===== config.mk =====
export PLATFORM = sky130hd
export DESIGN_NAME = bbx_exec
export DESIGN_NICKNAME = d
export VERILOG_FILES = /design/src/inc/bbx_pkg.sv /design/src/verilog/bbx_exec.sv /design/src/verilog/bbx_cpu_clk_div.sv /design/src/verilog/bbx_timing.sv
export VERILOG_INCLUDE_DIRS = /design/src /design/src/inc
export SDC_FILE = /design/constraint.sdc
export NUM_CORES = 1
export LEC_CHECK = 0
export ABC_AREA = 1
export BUFFER_PORTS_ARGS = -buffer_cell sky130_fd_sc_hd__buf_2
export CAP_MARGIN = 20
export CORE_ASPECT_RATIO = 1.5
export CORE_UTILIZATION = 45
export CTS_BUF_LIST = sky130_fd_sc_hd__clkbuf_8
export CTS_CLUSTER_SIZE = 8
export DETAILED_ROUTE_END_ITERATION = 8
export PLACE_DENSITY = 0.65
export SYNTH_ARGS = -nofsm -noshare
export SYNTH_HDL_FRONTEND = slang
export SYNTH_SLANG_ARGS = --single-unit

===== constraint.sdc =====
create_clock -name clk_sys -period 3.6 [get_ports clk_sys]
set_input_delay 1.08 -clock clk_sys [delete_from_list [all_inputs] [get_ports clk_sys]]
set_output_delay 1.08 -clock clk_sys [all_outputs]
set_load 0.005 [all_outputs]

===== src/inc/bbx_regs.svh =====
// Constants of the bit-branch and CPU control execution unit
`ifndef BBX_REGS_SVH
`define BBX_REGS_SVH

// Program status word bit positions and reset value
`define BBX_SW_IRQ_EN     7
`define BBX_SW_ZERO       6
`define BBX_SW_BANK_HI    5
`define BBX_SW_AUX_CARRY  4
`define BBX_SW_BANK_LO    3
`define BBX_SW_CARRY      0
`define BBX_SW_RESET      8'h02
`define BBX_PC_RESET      16'h0000

// Instruction lengths in bytes
`define BBX_LEN_1         3'h1
`define BBX_LEN_2         3'h2
`define BBX_LEN_3         3'h3
`define BBX_LEN_4         3'h4

// Instruction cycle counts in CPU clock cycles
`define BBX_CYC_2         4'h2
`define BBX_CYC_4         4'h4
`define BBX_CYC_6         4'h6
`define BBX_CYC_8         4'h8
`define BBX_CYC_9         4'h9
`define BBX_CYC_10        4'hA
`define BBX_CYC_11        4'hB
`define BBX_CYC_12        4'hC

// Widest CPU clock divider selection
`define BBX_DIV_SEL_MAX   3'h4

`endif


===== src/inc/bbx_pkg.sv =====
// Types of the bit-branch and CPU control execution unit
package bbx_pkg;

  typedef enum logic [3:0] {
    BBX_OP_NOP,
    BBX_OP_BIT_SET,
    BBX_OP_BIT_CLR,
    BBX_OP_TST_CLR,
    BBX_OP_DEC_B,
    BBX_OP_DEC_C,
    BBX_OP_DEC_SADDR,
    BBX_OP_IRQ_ON,
    BBX_OP_IRQ_OFF,
    BBX_OP_BANK_SEL,
    BBX_OP_HALT,
    BBX_OP_STOP
  } bbx_op_t;

  typedef enum logic [2:0] {
    BBX_FORM_SADDR,
    BBX_FORM_SFR,
    BBX_FORM_ACC,
    BBX_FORM_STATUS,
    BBX_FORM_PTR
  } bbx_form_t;

  typedef enum logic [1:0] {
    BBX_PH_IDLE,
    BBX_PH_EXEC,
    BBX_PH_HALT,
    BBX_PH_STOP
  } bbx_phase_t;

  // Decoded instruction from the fetch path with its operand byte
  typedef struct packed {
    bbx_op_t    op;
    bbx_form_t  form;
    logic       in_hsram;
    logic [2:0] bit_idx;
    logic [7:0] disp;
    logic [1:0] bank;
    logic [7:0] opnd;
    logic [15:0] pc;
  } bbx_instr_t;

  // Operand write-back towards the register file or memory
  typedef struct packed {
    logic       valid;
    bbx_op_t    op;
    bbx_form_t  form;
    logic [7:0] data;
  } bbx_wb_t;

endpackage


===== src/verilog/bbx_exec.sv =====
// Execution unit for bit branches, decrement branches and CPU control
`include "bbx_regs.svh"

// Summary of operation
// - Bit-set branch: PC+length+displacement when bit one
// - Bit-set branch takes 8, 9, 10, 11 cycles
// - Bit-clear branch when bit zero; 3/4 bytes
// - Bit-clear branch takes 8, 10 or 11 cycles
// - Test-clear: branch and clear bit when set
// - Status-word form may change zero, carry flags
// - Test-clear takes 8, 10 or 12 cycles
// - B/C decrement, branch if nonzero, 6 cycles
// - Memory byte decrement, 8 or 10 cycles
// - Interrupt-on sets master enable, 6 cycles
// - Interrupt-off clears master enable, 6 cycles
// - Cycles counted at selected CPU clock rate
// - Longer count outside high-speed RAM
module bbx_exec
  import bbx_pkg::*;
#(
  parameter int SEL_W = 3
) (
  // System
  input  wire logic             clk_sys,
  input  wire logic             rst_n,
  // Clock control selection
  input  wire logic [SEL_W-1:0] cpu_clk_sel,
  // Instruction issue
  input  wire logic             start,
  input  wire bbx_instr_t       instr,
  output logic                  busy,
  output logic                  done,
  // Results
  output logic [15:0]           pc,
  output logic [7:0]            program_status_word,
  output bbx_wb_t               wb,
  // Low-power modes
  input  wire logic             wake,
  output logic                  halt_mode,
  output logic                  stop_mode
);

  typedef struct packed {
    bbx_phase_t phase;
    logic [3:0] cnt;
    logic [3:0] cycles;
    logic [2:0] len;
    bbx_instr_t ins;
    logic [15:0] pc;
    logic [7:0] stat;
    bbx_wb_t    wb;
    logic       done;
    logic       busy;
    logic       halt;
    logic       stop;
  } bbx_state_t;

  bbx_state_t st_q;
  bbx_state_t st_d;
  logic       cpu_en;
  logic [2:0] t_len;
  logic [3:0] t_cycles;

  ////////////////////////////////////////////////////////////////////////
  bbx_cpu_clk_div #(
    .SEL_W   (SEL_W)
  ) u_div (
    .clk_sys (clk_sys),
    .rst_n   (rst_n),
    .div_sel (cpu_clk_sel),
    .cpu_en  (cpu_en)
  );

  bbx_timing u_timing (
    .op       (instr.op),
    .form     (instr.form),
    .in_hsram (instr.in_hsram),
    .len      (t_len),
    .cycles   (t_cycles)
  );

  ////////////////////////////////////////////////////////////////////////
  // Target is the byte after the instruction plus the signed offset
  function automatic logic [15:0] branch_target(logic [15:0] base,
                                                logic [2:0]  len,
                                                logic [7:0]  disp);
    logic [15:0] sext;
    sext = {{8{disp[7]}}, disp};
    return 16'(base + {13'h0000, len} + sext);
  endfunction

  function automatic logic [15:0] next_pc(logic [15:0] base,
                                          logic [2:0]  len);
    return 16'(base + {13'h0000, len});
  endfunction

  ////////////////////////////////////////////////////////////////////////
  logic [7:0] src;
  logic       tbit;
  logic [7:0] dec;
  logic       take;
  logic [7:0] cleared;

  always_comb begin
    src     = (st_q.ins.form == BBX_FORM_STATUS) ? st_q.stat : st_q.ins.opnd;
    tbit    = src[st_q.ins.bit_idx];
    dec     = 8'(st_q.ins.opnd - 8'h01);
    cleared = src & ~(8'h01 << st_q.ins.bit_idx);
    case (st_q.ins.op)
      BBX_OP_BIT_SET: take = tbit;
      BBX_OP_BIT_CLR: take = !tbit;
      BBX_OP_TST_CLR: take = tbit;
      BBX_OP_DEC_B, BBX_OP_DEC_C, BBX_OP_DEC_SADDR:
        take = (dec != 8'h00);
      default:        take = 1'b0;
    endcase
  end

  always_comb begin
    st_d      = st_q;
    st_d.done = 1'b0;
    st_d.wb   = '0;
    case (st_q.phase)
      BBX_PH_IDLE: begin
        if (start) begin
          st_d.phase  = BBX_PH_EXEC;
          st_d.ins    = instr;
          st_d.len    = t_len;
          st_d.cycles = t_cycles;
          st_d.cnt    = 4'h0;
        end
      end
      BBX_PH_EXEC: begin
        // Counts whole CPU clock cycles only
        if (cpu_en) begin
          st_d.cnt = 4'(st_q.cnt + 4'h1);
          if (st_d.cnt == st_q.cycles) begin
            st_d.phase = BBX_PH_IDLE;
            st_d.done  = 1'b1;
            st_d.pc    = take ?
                         branch_target(st_q.ins.pc, st_q.len, st_q.ins.disp) :
                         next_pc(st_q.ins.pc, st_q.len);
            st_d.wb.op   = st_q.ins.op;
            st_d.wb.form = st_q.ins.form;
            case (st_q.ins.op)
              BBX_OP_TST_CLR: begin
                if (tbit) begin
                  // Status word is kept here; other forms go out for store
                  if (st_q.ins.form == BBX_FORM_STATUS) begin
                    st_d.stat = cleared;
                  end else begin
                    st_d.wb.valid = 1'b1;
                    st_d.wb.data  = cleared;
                  end
                end
              end
              BBX_OP_DEC_B, BBX_OP_DEC_C, BBX_OP_DEC_SADDR: begin
                st_d.wb.valid = 1'b1;
                st_d.wb.data  = dec;
              end
              BBX_OP_IRQ_ON:  st_d.stat[`BBX_SW_IRQ_EN] = 1'b1;
              BBX_OP_IRQ_OFF: st_d.stat[`BBX_SW_IRQ_EN] = 1'b0;
              BBX_OP_BANK_SEL: begin
                st_d.stat[`BBX_SW_BANK_HI] = st_q.ins.bank[1];
                st_d.stat[`BBX_SW_BANK_LO] = st_q.ins.bank[0];
              end
              BBX_OP_HALT: st_d.phase = BBX_PH_HALT;
              BBX_OP_STOP: st_d.phase = BBX_PH_STOP;
              default: ;
            endcase
          end
        end
      end
      BBX_PH_HALT, BBX_PH_STOP: begin
        // A wake request ends either low-power mode and returns to idle
        if (wake) begin
          st_d.phase = BBX_PH_IDLE;
        end
      end
      default: st_d.phase = BBX_PH_IDLE;
    endcase
    // Mode outputs are registered copies of the next phase
    st_d.busy = (st_d.phase != BBX_PH_IDLE);
    st_d.halt = (st_d.phase == BBX_PH_HALT);
    st_d.stop = (st_d.phase == BBX_PH_STOP);
  end

  always_ff @(posedge clk_sys) begin
    if (!rst_n) begin
      st_q       <= '0;
      st_q.phase <= BBX_PH_IDLE;
      st_q.pc    <= `BBX_PC_RESET;
      st_q.stat  <= `BBX_SW_RESET;
    end else begin
      st_q <= st_d;
    end
  end

  assign busy                = st_q.busy;
  assign done                = st_q.done;
  assign pc                  = st_q.pc;
  assign program_status_word = st_q.stat;
  assign wb                  = st_q.wb;
  assign halt_mode           = st_q.halt;
  assign stop_mode           = st_q.stop;

  ////////////////////////////////////////////////////////////////////////
  // Helper: CPU cycles seen since the instruction was taken
  logic [4:0] seen_q;
  always_ff @(posedge clk_sys) begin
    if (!rst_n || (st_q.phase == BBX_PH_IDLE)) begin
      seen_q <= 5'h00;
    end else if (st_q.phase == BBX_PH_EXEC && cpu_en) begin
      seen_q <= 5'(seen_q + 5'h01);
    end
  end
endmodule


===== src/verilog/bbx_cpu_clk_div.sv =====
// CPU clock enable divider steered by the clock control selection
`include "bbx_regs.svh"

module bbx_cpu_clk_div
  import bbx_pkg::*;
#(
  parameter int SEL_W = 3
) (
  // System
  input  wire logic             clk_sys,
  input  wire logic             rst_n,
  // Selection and enable
  input  wire logic [SEL_W-1:0] div_sel,
  output logic                  cpu_en
);

  logic [7:0] cnt_q;
  logic [7:0] mask;

  // Enable every 2**div_sel system cycles; selections above the max clamp
  always_comb begin
    if (div_sel > `BBX_DIV_SEL_MAX) begin
      mask = 8'h0F;
    end else begin
      mask = 8'(({8'h01} << div_sel) - 8'h01);
    end
  end

  always_ff @(posedge clk_sys) begin
    if (!rst_n) begin
      cnt_q <= 8'h00;
    end else if ((cnt_q & mask) == mask) begin
      cnt_q <= 8'h00;
    end else begin
      cnt_q <= cnt_q + 8'h01;
    end
  end

  assign cpu_en = ((cnt_q & mask) == mask);

endmodule


===== src/verilog/bbx_timing.sv =====
// Length and cycle count table for each instruction and operand form
`include "bbx_regs.svh"

module bbx_timing
  import bbx_pkg::*;
(
  // Instruction
  input  wire bbx_op_t    op,
  input  wire bbx_form_t  form,
  input  wire logic       in_hsram,
  // Timing
  output logic [2:0]      len,
  output logic [3:0]      cycles
);

  logic fast;

  // Special function and status word operands never count as fast RAM
  assign fast = in_hsram && (form != BBX_FORM_SFR) &&
                (form != BBX_FORM_STATUS);

  always_comb begin
    len    = `BBX_LEN_1;
    cycles = `BBX_CYC_2;
    case (op)
      BBX_OP_BIT_SET: begin
        len = (form == BBX_FORM_SFR) ? `BBX_LEN_4 : `BBX_LEN_3;
        case (form)
          BBX_FORM_ACC:   cycles = `BBX_CYC_8;
          BBX_FORM_SADDR: cycles = fast ? `BBX_CYC_8 : `BBX_CYC_9;
          BBX_FORM_STATUS: cycles = `BBX_CYC_9;
          BBX_FORM_PTR:   cycles = fast ? `BBX_CYC_10 : `BBX_CYC_11;
          default:        cycles = `BBX_CYC_11;
        endcase
      end
      BBX_OP_BIT_CLR, BBX_OP_TST_CLR: begin
        len = (form == BBX_FORM_ACC || form == BBX_FORM_PTR) ?
              `BBX_LEN_3 : `BBX_LEN_4;
        if (form == BBX_FORM_ACC) begin
          cycles = `BBX_CYC_8;
        end else if (fast) begin
          cycles = `BBX_CYC_10;
        end else if (op == BBX_OP_BIT_CLR) begin
          cycles = `BBX_CYC_11;
        end else begin
          cycles = `BBX_CYC_12;
        end
      end
      BBX_OP_DEC_B, BBX_OP_DEC_C: begin
        len    = `BBX_LEN_2;
        cycles = `BBX_CYC_6;
      end
      BBX_OP_DEC_SADDR: begin
        len    = `BBX_LEN_3;
        cycles = in_hsram ? `BBX_CYC_8 : `BBX_CYC_10;
      end
      BBX_OP_IRQ_ON, BBX_OP_IRQ_OFF, BBX_OP_HALT, BBX_OP_STOP: begin
        len    = `BBX_LEN_2;
        cycles = `BBX_CYC_6;
      end
      BBX_OP_BANK_SEL: begin
        len    = `BBX_LEN_2;
        cycles = `BBX_CYC_4;
      end
      default: begin
        len    = `BBX_LEN_1;
        cycles = `BBX_CYC_2;
      end
    endcase
  end

endmodule


==> key figures <==
Floorplanning
  • Initial Util: 0.4601
  • Area of the die: 14,730 µm²
  • Die Y: 148.1 µm
  • I/O Pins: 96
  • Die X: 99.43 µm
  • Placeable Area: 13,930 µm²
  • Rows: 53

Clock network
  • Clock transition at the registers of the reported paths: 100 ps
  • Clock tree sinks: 108
  • Post-CTS Resized: 0
  • Root buffer cell: clkbuf_8
  • CTS Buffer Depth: 2
  • Clk_lat worst skew: 370 ps
  • H-tree depth: 3
  • Hold buffer count at cts: 0
  • CTS tree: done
  • Post-CTS setup buffers: 0
  • Cts bufs inserted: 9

Synth
  • Synth top cells by count: nand2_1 (174), nor2_1 (138), dfxtp_1 (108), inv_1 (108), a21oi_1 (82)
  • Adder-cell share of the synthesized area: 0.05702
  • Largest family of logic cells by synthesized area: simple AND/OR/NAND/NOR gates
  • Distinct cells, synth: 43
  • Mux cell area share after synthesis: 0
  • Syn Area/Cell: 6.759 µm²
  • Post-synthesis sequential area ratio: 0.3374
  • Count leader, synth: nand2_1
  • Synth Instances: 948
  • Main synth FF type: dfxtp_1
  • Post-Synth XOR/XNOR Area: 0.03964
  • Yosys top cell area share: 0.3374
  • Synthesized net count: 1,028
  • Post-synthesis compound-gate area fraction: 0.1527
  • Area contributors post-synth: dfxtp_1 (34%), nand2_1 (10%), nor2_1 (8.1%)
  • Seq cells post-synth: 108
  • Async SR Flop Fraction: 0
  • Post-Synth Simple-Gate Area: 0.2787
  • Mapped cell area: 6407 µm²
  • Area leader, netlist: dfxtp_1
  • Post-synth EDFFs: 0
  • Yosys warnings: 0

Detailed routing
  • DRC Markers: 0
  • WL per Instance: 14.31 µm
  • Routed wire length: 16,670 µm
  • Routed vias: 6,090
  • Vias/cell: 5.227
  • Antenna-violating nets left: 0
  • Iter 0 DRT Violations: 239
  • Pre-antenna DRT Iters: 4

Timing
  • RSZ-0062 raised after global routing: false
  • Max Freq: 321.7 MHz
  • Max-slew violations: 0
  • Hold slack: 468.2 ps
  • Final setup viols: 0
  • Layout Skew: 14.58 ps
  • Max-slew headroom: 0.4054
  • Worst-margin pin slew: 888.7 ps
  • Fin crit share: 0.8635
  • Fin. Hold Viols: 0
  • Shortest period the worst path allows: 3109 ps
  • Sum Neg Setup Slack: 0 ps

Setup path
  • Arrival time worst endpoint: 3390 ps
  • Crit Path Max Fanout: 5
  • Worst R2R Path Depth: 15
  • Worst setup path class: reg2reg
  • Flop-to-flop setup slack: 490 ps
  • Critical Path RT: 3880 ps
  • CP Launch Type: flop
  • RR Endpoint: pc[10]
  • Crit. End Element: flop
  • FF-to-FF Start: st_q[46]

Global routing
  • Number of global-route vias before repair: 5,927
  • GRT Overall Usage: 0.2325
  • Initial antenna violation count: 0
  • GR Overflow Total: 0
  • Largest net degree at the start of global routing: 39
  • First-pass GRT wire length: 26,830 µm

Placement
  • Routability cong.: 0.9183
  • DP HPWL: 13,410 µm
  • I/O Buffers: 95
  • Post-placement cell area: 6721 µm²

Finish
  • Post-route cell area: 6933 µm²
  • Share of layout cells above drive strength 1: 0.1410
  • Finished Core Util: 0.4978
  • Nets: 1,075
  • Layout area overhead: 8.202%
  • Ant diodes: 0

Pwr
  • VDD IR max: 0.2587 mV
  • Leakage: 3.399 nW
  • Pwr dens: 379.9 nW/µm²

Flow run
  • Max-cap violations: 0

Min path
  • Hold Crit Class: reg2reg
  • Worst Hold Path EP: pc[12]
  • Hold depth: 2
  • Hold Startpoint: pc[12]

Status
  • Outcome: finished clean
==> power by group <==
| group | leakage, nW | total [mW] | switching (mW) | internal [mW] |
|---|---|---|---|---|
| clock | 0.111 | 0.779 | 0.416 | 0.363 |
| combinational | 2.40 | 0.563 | 0.370 | 0.193 |
| sequential | 0.882 | 1.29 | 0.0450 | 1.25 |
| total | 3.40 | 2.63 | 0.831 | 1.80 |
==> cell usage in the layout, fill, tap and decap left out, types with 15 or more instances in the layout <==
master / instances
nand2_1: 173
nor2_1: 138
inv_1: 109
dfxtp_1: 108
buf_2: 95
a21oi_1: 82
o21ai_0: 71
nand3_1: 57
ha_1: 26
xor2_1: 24
nand4_1: 15
==> worst max path at each step <==
stage	from	endpoint	slack (ps)	cells after the start
floorplan	st_q[44]	pc[15]	830	19
global placement	cpu_clk_sel[0]	program_status_word[2]	470	13
detailed placement	cpu_clk_sel[0]	program_status_word[2]	390	13
CTS	st_q[46]	pc[10]	440	15
global route	st_q[44]	pc[15]	170	20
finish	st_q[46]	pc[10]	490	15
==> state kept, by name, summed over array words and instances (netlist names) <==
register             flops
program_status_word      8
stop_mode                1
pc                      16
busy                     1
halt_mode                1
wb                      16
done                     1
u_div.cnt_q              7
st_q                    57
==> kinds of logic (layout without fill, tap and decap cells) <==
family / Yosys count / in the layout
flops: 108 / 108
compound gates: 183 / 183
buf+inv: 181 / 233
xor+xnor: 29 / 29
fa+ha+maj: 28 / 28
simple gates: 419 / 419
==> layer usage <==
| layer | vias up | wire length (µm) | track usage |
|---|---|---|---|
| met5 | - | 0 | 0 |
| met4 | 0 | 1150 | 0.1676 |
| met3 | 59 | 498 | 0.03102 |
| met2 | 133 | 8712 | 0.4347 |
| met1 | 2785 | 6307 | 0.2328 |
| li1 | 3113 | - | - |
==> area by class of cell <==
class / instances / area, µm²
tap: 165 / 206.4
clock buffer: 11 / 151.4
clock inverter: 5 / 60.06
fill: 1505 / 6993
inverter: 113 / 424.2
timing repair buffer: 104 / 543.0
multi-input combinational: 659 / 3386
sequential: 108 / 2162
==> worst max-delay path, cell delays in order, from the launching register on <==
cell and delay (ps):
dfxtp_1 330, ha_1 350, nand3_1 80, and2_1 190
nor3_1 170, xor2_1 220, ha_1 320, a21oi_1 220
a21boi_0 380, o21ai_0 200, nand3_1 120, nand3b_1 90
nand3_1 120, nand3_1 110, nand2_1 80, inv_1 30
==> metrics by stage <==
| stage | cells | total power [mW] | worst slack [ps] |
|---|---|---|---|
| global route | 1165 | 2.793 | 167.1 |
| global placement | 1149 | 1.880 | 469.3 |
| detailed placement | 1149 | 1.881 | 393.7 |
| finish | 1165 | 2.634 | 491.3 |
| CTS | 1165 | 2.664 | 441.1 |
| floorplan | 948 | 1.710 | 833.2 |
Power figures use the tool's default switching activity.
